--- config.mk ---
export PLATFORM = sky130hd
export DESIGN_NAME = mbx_core
export DESIGN_NICKNAME = d
export VERILOG_FILES = /design/src/hdl/mbx_pkg.sv /design/src/hdl/mbx_core.sv
export VERILOG_INCLUDE_DIRS = /design/src /design/src/hdl
export SDC_FILE = /design/constraint.sdc
export NUM_CORES = 1
export LEC_CHECK = 0
export BUFFER_PORTS_ARGS = -buffer_cell sky130_fd_sc_hd__buf_4
export CAP_MARGIN = 10
export CORE_MARGIN = 3
export CORE_UTILIZATION = 56
export CTS_CLUSTER_SIZE = 8
export DETAILED_ROUTE_END_ITERATION = 8
export GPL_TIMING_DRIVEN = 0
export PLACE_DENSITY = 0.82
export SYNTH_ARGS = -nofsm -noshare
export SYNTH_HDL_FRONTEND = slang
export SYNTH_SLANG_ARGS = --single-unit
--- constraint.sdc ---
create_clock -name clock -period 3.8 [get_ports clock]
set_input_delay 0.57 -clock clock [delete_from_list [all_inputs] [get_ports clock]]
set_output_delay 0.57 -clock clock [all_outputs]
set_load 0.01 [all_outputs]
--- src/hdl/mbx_params.svh ---
// constants for the branch, bit-op, pointer and xdata stretch block
`ifndef MBX_PARAMS_SVH
`define MBX_PARAMS_SVH

// special function register offsets
`define MBX_PRIMARY_POINTER_LO_ADDR 8'h82
`define MBX_PRIMARY_POINTER_HI_ADDR 8'h83
`define MBX_SECONDARY_POINTER_LO_ADDR 8'h84
`define MBX_SECONDARY_POINTER_HI_ADDR 8'h85
`define MBX_PSEL_ADDR     8'h86
`define MBX_CKCTL_ADDR    8'h8E

// reset values
`define MBX_CKCTL_RST     8'h01
`define MBX_PSEL_RST      1'h0
`define MBX_DPTR_RST      16'h0000

// field positions
`define MBX_PSEL_BIT      0
`define MBX_STRETCH_MSB   2
`define MBX_STRETCH_LSB   0

// stretched access timing, in clocks; the base length MBX_XD_BASE_ICYC is in instruction cycles
`define MBX_CLK_PER_ICYC  6'h04
`define MBX_XD_BASE_ICYC  6'h02
`define MBX_STB_START     6'h04
`define MBX_STB_W0        6'h02
`define MBX_STB_W_STEP    6'h04

// opcodes
`define MBX_OP_NOP        8'h00
`define MBX_OP_NOP_ALT    8'hA5
`define MBX_OP_ANL_C      8'h82
`define MBX_OP_ANL_NC     8'hB0
`define MBX_OP_ORL_C      8'h72
`define MBX_OP_ORL_NC     8'hA0
`define MBX_OP_MOV_CB     8'hA2
`define MBX_OP_MOV_BC     8'h92
`define MBX_OP_LONG_CALL      8'h12
`define MBX_OP_SHORT_JUMP       8'h80
`define MBX_OP_JBC        8'h10
`define MBX_OP_JMP_IND    8'h73
`define MBX_OP_JZ         8'h60
`define MBX_OP_JNZ        8'h70
`define MBX_OP_COMPARE_JUMP_UNEQUAL_AI    8'hB4
`define MBX_OP_DECREMENT_JUMP_NONZERO_D     8'hD5
`define MBX_ABSOLUTE_CALL_LO      5'h11
`define MBX_COMPARE_JUMP_UNEQUAL_RN_HI    5'h17
`define MBX_COMPARE_JUMP_UNEQUAL_RI_HI    7'h5B
`define MBX_DECREMENT_JUMP_NONZERO_RN_HI    5'h1B
`define MBX_NIBBLE_EXCHANGE_HI       7'h6B

`endif

--- src/hdl/mbx_pkg.sv ---
// types for the branch, bit-op, pointer and xdata stretch block
`default_nettype none
package mbx_pkg;

  typedef enum logic [1:0] {
    MBX_X_IDLE = 2'b01,
    MBX_X_RUN  = 2'b10
  } mbx_xstate_t;

  // one instruction with its fetched operands and sampled sources
  typedef struct packed {
    logic        valid;
    logic [7:0]  op;
    logic [7:0]  b1;
    logic [7:0]  b2;
    logic [15:0] pc;
    logic [7:0]  acc;
    logic        carry;
    logic        bit_val;
    logic [7:0]  reg_val;
    logic [7:0]  dir_val;
    logic [7:0]  ind_val;
  } mbx_dec_in_t;

  // decoded effects of one instruction
  typedef struct packed {
    logic        valid;
    logic        known;
    logic [1:0]  bytes;
    logic [3:0]  cycles;
    logic        jump;
    logic        call;
    logic [15:0] target;
    logic        carry_we;
    logic        carry;
    logic        bit_we;
    logic        bit_val;
    logic        reg_we;
    logic        dir_we;
    logic        ind_we;
    logic        acc_we;
    logic [7:0]  reg_val;
    logic [7:0]  dir_val;
    logic [7:0]  ind_val;
    logic [7:0]  acc_val;
  } mbx_dec_out_t;

  // external data move request from the core
  typedef struct packed {
    logic        valid;
    logic        wr;
    logic        wide;
    logic [7:0]  addr8;
    logic [7:0]  wdata;
  } mbx_xreq_t;

  // special function register access
  typedef struct packed {
    logic        we;
    logic        inc;
    logic [7:0]  addr;
    logic [7:0]  wdata;
  } mbx_sfr_t;

  typedef struct packed {
    logic [1:0][15:0] ptr;
    logic             psel;
    logic [7:0]       ckctl;
    mbx_dec_out_t     dec;
    mbx_xstate_t      xst;
    logic [5:0]       cnt;
    logic [5:0]       xlen;
    logic [5:0]       xstb;
    logic             xwr;
    logic [15:0]      xaddr;
    logic [7:0]       xwdata;
    logic [7:0]       xrdata;
    logic             xdone;
    logic [7:0]       sfr_rdata;
  } mbx_state_t;

endpackage
`default_nettype wire

--- src/hdl/mbx_core.sv ---
// branch/bit decoder, dual data pointer and stretched xdata sequencer
`include "mbx_params.svh"
`default_nettype none

// Behaviour
// - carry AND/OR with direct bit, 2/2
// - move bit to carry and back
// - absolute call, 11-bit target, 2/3
// - long call, 16-bit target, 3/4
// - short relative jump, 2/3
// - jump if bit set, clear it
// - jump to accumulator plus pointer
// - jump on accumulator zero/nonzero
// - compare accumulator immediate, jump unequal
// - compare register immediate, jump unequal
// - compare indirect byte immediate, jump unequal
// - decrement and jump if nonzero
// - swap low nibbles accumulator, indirect byte
// - two no-operation opcodes, one cycle
// - stretch field adds 0..7 cycles
// - stretch zero: two cycles, strobe 2
// - stretch seven: nine cycles, strobe 28
// - strobe width four clocks per step
// - stretch field resets to one
// - select bit chooses active pointer
// - pointer users take the selected pointer
// - select writable, increment toggles pointer
module mbx_core
  import mbx_pkg::*;
(
  // clock and reset
  input  wire logic         clock,
  input  wire logic         rst,
  // instruction decode
  input  wire mbx_dec_in_t  dec_in,
  output var  mbx_dec_out_t dec_out,
  // special function registers
  input  wire mbx_sfr_t     sfr_in,
  output logic [7:0]        sfr_rdata,
  // data pointer control from the core
  input  wire logic         dptr_inc,
  input  wire logic         dptr_load,
  input  wire logic [15:0]  dptr_wdata,
  output logic [15:0]       dptr_active,
  // external data move
  input  wire mbx_xreq_t    xreq,
  output logic              xreq_ready,
  output logic              xdone,
  output logic [7:0]        xrdata,
  // on-chip external data memory
  output logic [15:0]       xram_addr,
  output logic [7:0]        xram_wdata,
  output logic              xram_rd,
  output logic              xram_wr,
  input  wire logic [7:0]   xram_rdata
);

  mbx_state_t   s_q;
  mbx_state_t   s_d;
  mbx_dec_out_t o;
  logic [15:0]  pc_next;
  logic [15:0]  rel_t1;
  logic [15:0]  rel_t2;
  logic [7:0]   dec_r;
  logic [7:0]   dec_d;
  logic [2:0]   stretch;
  logic [15:0]  cur_ptr;
  logic         strobe;

  assign stretch = s_q.ckctl[`MBX_STRETCH_MSB:`MBX_STRETCH_LSB];
  assign cur_ptr = s_q.ptr[s_q.psel];

  mbx_rel_add #(
    .STEP (16'h0002)
  ) i_rel_two (
    .base   (dec_in.pc),
    .offset (dec_in.b1),
    .target (rel_t1)
  );
  mbx_rel_add #(
    .STEP (16'h0003)
  ) i_rel_three (
    .base   (dec_in.pc),
    .offset (dec_in.b2),
    .target (rel_t2)
  );

  // instruction decode
  always_comb begin
    o = '0;
    o.valid = dec_in.valid;
    o.bytes = 2'h1;
    o.cycles = 4'h1;
    pc_next = dec_in.pc + {14'h0000, o.bytes};
    dec_r = dec_in.reg_val - 8'h01;
    dec_d = dec_in.dir_val - 8'h01;
    if (dec_in.op[4:0] == `MBX_ABSOLUTE_CALL_LO) begin
      o.known = 1'b1;
      o.bytes = 2'h2;
      o.cycles = 4'h3;
      o.jump = 1'b1;
      o.call = 1'b1;
    end else if (dec_in.op[7:3] == `MBX_COMPARE_JUMP_UNEQUAL_RN_HI) begin
      o.known = 1'b1;
      o.bytes = 2'h3;
      o.cycles = 4'h4;
      o.jump = dec_in.reg_val != dec_in.b1;
      o.carry_we = 1'b1;
      o.carry = dec_in.reg_val < dec_in.b1;
    end else if (dec_in.op[7:1] == `MBX_COMPARE_JUMP_UNEQUAL_RI_HI) begin
      o.known = 1'b1;
      o.bytes = 2'h3;
      o.cycles = 4'h4;
      o.jump = dec_in.ind_val != dec_in.b1;
      o.carry_we = 1'b1;
      o.carry = dec_in.ind_val < dec_in.b1;
    end else if (dec_in.op[7:3] == `MBX_DECREMENT_JUMP_NONZERO_RN_HI) begin
      o.known = 1'b1;
      o.bytes = 2'h2;
      o.cycles = 4'h3;
      o.reg_we = 1'b1;
      o.reg_val = dec_r;
      o.jump = dec_r != 8'h00;
    end else if (dec_in.op[7:1] == `MBX_NIBBLE_EXCHANGE_HI) begin
      o.known = 1'b1;
      o.acc_we = 1'b1;
      o.ind_we = 1'b1;
      o.acc_val = {dec_in.acc[7:4], dec_in.ind_val[3:0]};
      o.ind_val = {dec_in.ind_val[7:4], dec_in.acc[3:0]};
    end else begin
      unique case (dec_in.op)
        `MBX_OP_NOP, `MBX_OP_NOP_ALT: begin
          o.known = 1'b1;
        end
        `MBX_OP_ANL_C: begin
          o.known = 1'b1;
          o.bytes = 2'h2;
          o.cycles = 4'h2;
          o.carry_we = 1'b1;
          o.carry = dec_in.carry & dec_in.bit_val;
        end
        `MBX_OP_ANL_NC: begin
          o.known = 1'b1;
          o.bytes = 2'h2;
          o.cycles = 4'h2;
          o.carry_we = 1'b1;
          o.carry = dec_in.carry & ~dec_in.bit_val;
        end
        `MBX_OP_ORL_C: begin
          o.known = 1'b1;
          o.bytes = 2'h2;
          o.cycles = 4'h2;
          o.carry_we = 1'b1;
          o.carry = dec_in.carry | dec_in.bit_val;
        end
        `MBX_OP_ORL_NC: begin
          o.known = 1'b1;
          o.bytes = 2'h2;
          o.cycles = 4'h2;
          o.carry_we = 1'b1;
          o.carry = dec_in.carry | ~dec_in.bit_val;
        end
        `MBX_OP_MOV_CB: begin
          o.known = 1'b1;
          o.bytes = 2'h2;
          o.cycles = 4'h2;
          o.carry_we = 1'b1;
          o.carry = dec_in.bit_val;
        end
        `MBX_OP_MOV_BC: begin
          o.known = 1'b1;
          o.bytes = 2'h2;
          o.cycles = 4'h2;
          o.bit_we = 1'b1;
          o.bit_val = dec_in.carry;
        end
        `MBX_OP_LONG_CALL: begin
          o.known = 1'b1;
          o.bytes = 2'h3;
          o.cycles = 4'h4;
          o.jump = 1'b1;
          o.call = 1'b1;
        end
        `MBX_OP_SHORT_JUMP: begin
          o.known = 1'b1;
          o.bytes = 2'h2;
          o.cycles = 4'h3;
          o.jump = 1'b1;
        end
        `MBX_OP_JBC: begin
          o.known = 1'b1;
          o.bytes = 2'h3;
          o.cycles = 4'h4;
          o.jump = dec_in.bit_val;
          o.bit_we = dec_in.bit_val;
          o.bit_val = 1'b0;
        end
        `MBX_OP_JMP_IND: begin
          o.known = 1'b1;
          o.cycles = 4'h3;
          o.jump = 1'b1;
        end
        `MBX_OP_JZ: begin
          o.known = 1'b1;
          o.bytes = 2'h2;
          o.cycles = 4'h3;
          o.jump = dec_in.acc == 8'h00;
        end
        `MBX_OP_JNZ: begin
          o.known = 1'b1;
          o.bytes = 2'h2;
          o.cycles = 4'h3;
          o.jump = dec_in.acc != 8'h00;
        end
        `MBX_OP_COMPARE_JUMP_UNEQUAL_AI: begin
          o.known = 1'b1;
          o.bytes = 2'h3;
          o.cycles = 4'h4;
          o.jump = dec_in.acc != dec_in.b1;
          o.carry_we = 1'b1;
          o.carry = dec_in.acc < dec_in.b1;
        end
        `MBX_OP_DECREMENT_JUMP_NONZERO_D: begin
          o.known = 1'b1;
          o.bytes = 2'h3;
          o.cycles = 4'h4;
          o.dir_we = 1'b1;
          o.dir_val = dec_d;
          o.jump = dec_d != 8'h00;
        end
        default: begin
          o.known = 1'b0;
        end
      endcase
    end
    pc_next = dec_in.pc + {14'h0000, o.bytes};
    if (dec_in.op[4:0] == `MBX_ABSOLUTE_CALL_LO) begin
      o.target = {pc_next[15:11], dec_in.op[7:5], dec_in.b1};
    end else if (dec_in.op == `MBX_OP_LONG_CALL) begin
      o.target = {dec_in.b1, dec_in.b2};
    end else if (dec_in.op == `MBX_OP_JMP_IND) begin
      o.target = cur_ptr + {8'h00, dec_in.acc};
    end else if (o.bytes == 2'h3) begin
      o.target = rel_t2;
    end else begin
      o.target = rel_t1;
    end
  end

  // next state
  always_comb begin
    s_d = s_q;
    s_d.dec = o;
    s_d.xdone = 1'b0;
    // register writes
    if (sfr_in.we) begin
      unique case (sfr_in.addr)
        `MBX_PRIMARY_POINTER_LO_ADDR: s_d.ptr[0][7:0] = sfr_in.wdata;
        `MBX_PRIMARY_POINTER_HI_ADDR: s_d.ptr[0][15:8] = sfr_in.wdata;
        `MBX_SECONDARY_POINTER_LO_ADDR: s_d.ptr[1][7:0] = sfr_in.wdata;
        `MBX_SECONDARY_POINTER_HI_ADDR: s_d.ptr[1][15:8] = sfr_in.wdata;
        `MBX_PSEL_ADDR: s_d.psel = sfr_in.wdata[`MBX_PSEL_BIT];
        `MBX_CKCTL_ADDR: s_d.ckctl = sfr_in.wdata;
        default: s_d.psel = s_q.psel;
      endcase
    end else if (sfr_in.inc && sfr_in.addr == `MBX_PSEL_ADDR) begin
      s_d.psel = ~s_q.psel;
    end
    if (dptr_load) begin
      s_d.ptr[s_q.psel] = dptr_wdata;
    end else if (dptr_inc) begin
      s_d.ptr[s_q.psel] = cur_ptr + 16'h0001;
    end
    unique case (s_q.xst)
      MBX_X_IDLE: begin
        if (xreq.valid) begin
          s_d.xst = MBX_X_RUN;
          s_d.cnt = 6'h00;
          s_d.xlen = (`MBX_XD_BASE_ICYC + {3'h0, stretch})
                     * `MBX_CLK_PER_ICYC;
          s_d.xstb = (stretch == 3'h0) ? `MBX_STB_W0
                     : `MBX_STB_W_STEP * {3'h0, stretch};
          s_d.xwr = xreq.wr;
          s_d.xaddr = xreq.wide ? cur_ptr : {8'h00, xreq.addr8};
          s_d.xwdata = xreq.wdata;
        end
      end
      MBX_X_RUN: begin
        s_d.cnt = s_q.cnt + 6'h01;
        if (strobe && !s_q.xwr &&
            s_q.cnt == `MBX_STB_START + s_q.xstb - 6'h01) begin
          s_d.xrdata = xram_rdata;
        end
        if (s_q.cnt == s_q.xlen - 6'h01) begin
          s_d.xst = MBX_X_IDLE;
          s_d.xdone = 1'b1;
        end
      end
      default: s_d.xst = MBX_X_IDLE;
    endcase
    // register reads
    unique case (sfr_in.addr)
      `MBX_PRIMARY_POINTER_LO_ADDR: s_d.sfr_rdata = s_q.ptr[0][7:0];
      `MBX_PRIMARY_POINTER_HI_ADDR: s_d.sfr_rdata = s_q.ptr[0][15:8];
      `MBX_SECONDARY_POINTER_LO_ADDR: s_d.sfr_rdata = s_q.ptr[1][7:0];
      `MBX_SECONDARY_POINTER_HI_ADDR: s_d.sfr_rdata = s_q.ptr[1][15:8];
      `MBX_PSEL_ADDR:     s_d.sfr_rdata = {7'h00, s_q.psel};
      `MBX_CKCTL_ADDR:    s_d.sfr_rdata = s_q.ckctl;
      default:            s_d.sfr_rdata = 8'h00;
    endcase
  end

  // strobe window inside the access
  assign strobe = (s_q.xst == MBX_X_RUN) && (s_q.cnt >= `MBX_STB_START)
                  && (s_q.cnt < `MBX_STB_START + s_q.xstb);

  always_ff @(posedge clock) begin
    if (rst) begin
      s_q <= '0;
      s_q.ptr <= {`MBX_DPTR_RST, `MBX_DPTR_RST};
      s_q.psel <= `MBX_PSEL_RST;
      s_q.ckctl <= `MBX_CKCTL_RST;
      s_q.xst <= MBX_X_IDLE;
    end else begin
      s_q <= s_d;
    end
  end

  assign dec_out     = s_q.dec;
  assign sfr_rdata   = s_q.sfr_rdata;
  assign dptr_active = cur_ptr;
  assign xreq_ready  = s_q.xst == MBX_X_IDLE;
  assign xdone       = s_q.xdone;
  assign xrdata      = s_q.xrdata;
  assign xram_addr   = s_q.xaddr;
  assign xram_wdata  = s_q.xwdata;
  assign xram_rd     = strobe && !s_q.xwr;
  assign xram_wr     = strobe && s_q.xwr;

endmodule

// branch target: opcode address plus length plus signed offset
module mbx_rel_add #(
  parameter logic [15:0] STEP = 16'h0002
) (
  // opcode address and offset
  input  wire logic [15:0] base,
  input  wire logic [7:0]  offset,
  // resulting target
  output logic [15:0]      target
);
  assign target = base + STEP + {{8{offset[7]}}, offset};
endmodule
`default_nettype wire

==> metrics.cfg <==
[outcome]
outcome=finished clean

[synthesis]
synth_area_mm2=0.0121
synth.most_common_cell=dfxtp_1
synth_common_cells=dfxtp_1, nand2_1, nor2_1
synth_flop_cell=dfxtp_1
synth_seq_area_share_pct=27.0
synth.distinct_cells=83
synth_edf_count=0
synth_top_area_share_pct=27.0
syn_inst=1474
syn_nets=1725
syn_avg_cell_area_um2=8.20
synth.ff_latch_count=163
async_flop_share_pct=0
yosys-top-cells-area=dfxtp_1, ha_1, buf_4
yosysTopAreaCell=dfxtp_1
yosys_warnings=0

[critical_path]
crit_type=in2reg
regToRegSetupSlack_ns=0.29
reg2reg_depth=15
critPathLaunchType=input pin
cp.arrival_ns=3.99
path_max_fanout=11
endpoint_kind=flip-flop
crit_required_ns=4.15

[route]
vias=12539
post-route-drc-count=0
dr.first_iter.drc_count=1455
final_antenna_net_count=0
first_pass_iters=6
avgViaCountPerCell=6.14
finalWirelength_um=42400
wl_per_cell_um=20.8

[grt]
antenna_found_initial=1
grt_pass1_wl_um=65000
grt_max_degree=20
track_usage_pct=34.6
first_global_vias=11852
grt_overflow=0

[finish]
fillers=1761
areaGrowthSynthToFinish_pct=25.0
regArea_mm2=0.00326
post-route-util_pct=71.6
stdcell_area_mm2=0.0151
final_nets=2003
drive_gt1_share_pct=27.0
multi_input_area_mm2=0.00762

[place]
dpl_cell_area_mm2=0.0144
place_hpwl_um=33200
gp_congestion=0.987
portBuffers=259

[timing]
clock_skew_ns=0.0138
rsz0062_at_grt=false
hold_viol_final=0
slew_violations=0
tightest_slew_ns=1.19
clock.fmax_mhz=275
holdWs_ns=0.317
setup_viol=0
period_share_pct=95.7
min_period_ns=3.64
relSlewSlack_pct=20.2

[power]
p_per_area_mw_per_mm2=325
leakagePower_nw=6.84
ir_drop_mv=0.308

[cts]
clkSlewWorstSetupHoldPaths_ns=0.08
cts_max_path_buffers=2
cts_tree=done
h-tree-depth=4
cts-root-buf=clkbuf_16
cts_sinks=163
cts_made_buffers=17
clk_latency_ns=0.45
cts_hold_buf=0

[hold_path]
hold_path_depth=2
hold_path.class=in2reg

[run]
maxCapViolCount=0

[floorplanning]
die-area_mm2=0.0234
core_mm2=0.0211
top_level_ports=266
num_rows=53
dieWidth_um=153
die_height_um=153
initial_core_util_pct=57.3

-- critical path, cell delays in order --
cell,delay [ns]
buf_4,0.13
nor4b_1,0.87
a22oi_2,0.27
and2_1,0.41
nand2_1,0.14
ha_1,0.12
nand2_1,0.04
nor4_1,0.28
a41o_1,0.42
a211oi_1,0.12
or3_1,0.38
a311oi_2,0.24
-- cell usage in the layout (no fill, tap or decap), types with 28 or more instances in the layout --
cell type | synthesis | final
buf_4 | 107 | 368
dfxtp_1 | 163 | 163
ha_1 | 108 | 107
mux2_2 | 40 | 40
inv_1 | 65 | 65
mux2i_1 | 29 | 28
a21oi_1 | 94 | 92
nand3_1 | 50 | 50
xnor2_1 | 43 | 43
nand2_1 | 138 | 138
clkbuf_1 | 55 | 51
nor2_1 | 117 | 117
o21ai_0 | 46 | 44
nor3_1 | 28 | 28
-- where the power goes --
group | switching, mW | internal (mW) | total, mW
Sequential | 0.0348 | 1.77 | 1.81
Clock | 0.901 | 0.899 | 1.80
Combinational | 0.720 | 0.580 | 1.30
-- path summary, 6_finish.rpt --
path / startpoint / end
max reg2reg: s_q[136] / dec_out[48]
min: dec_in[8] / dec_out[16]
min reg2reg: xram_addr[4] / xram_addr[4]
max: dec_in[72] / dec_out[54]
-- layer usage --
layer / up-vias / routed length, um / track usage (%)
met3: 146 / 4540 / 6.48
met4: 2 / 1760 / 14.4
met2: 756 / 19300 / 56.3
met5: - / 7 / 0
met1: 5840 / 16800 / 45.1
li1: 5795 / - / -
-- cell families after synthesis --
kind of cell             count (synthesis)  share of synthesized area (%)
XOR/XNOR                                67                           4.86
multiplexers                            73                           6.50
AND/OR/NAND/NOR                        500                           20.9
other                                    1                         0.0310
adder cells (fa/ha/maj)                111                           11.7
AO/OA/AOI/OAI                          324                           18.3
buffers and inverters                  235                           10.8
flip-flops                             163                           27.0
-- layout make-up --
cell class	instances	area share, %
Sequential cell	163	21.6
Clock buffer	17	2.82
Timing Repair Buffer	261	13.0
Tap cell	275	2.28
Buffer	168	6.99
Multi-Input combinational cell	1076	50.5
Antenna cell	1	0.0166
Clock inverter	15	1.24
Inverter	65	1.62
-- stage by stage --
step | cells | setup WS, ns | total power, mW | TNS [ns]
global route | 2040 | 0.0324 | 5.08 | 0
CTS | 2041 | 0.0164 | 4.86 | 0
floorplan | 1474 | 0.285 | 2.60 | 0
finish | 2041 | 0.163 | 4.90 | 0
global placement | 2008 | -0.911 | 3.06 | -6.11
detailed placement | 2009 | -0.923 | 3.09 | -6.16
-- state kept, by name, indices dropped and copies added, names as in the netlist --
| name | flops |
|---|---|
| xrdata | 8 |
| sfr_rdata | 8 |
| xram_wdata | 8 |
| xdone | 1 |
| xram_addr | 16 |
| s_q | 58 |
| dec_out | 64 |
-- timing repair --
action                     CTS  global route
setup buffers                0             1
gates resized for setup     14            13
pin swaps                    0             2
setup endpoints to repair   13             9
Note: power is estimated with default switching activity, not from simulation.
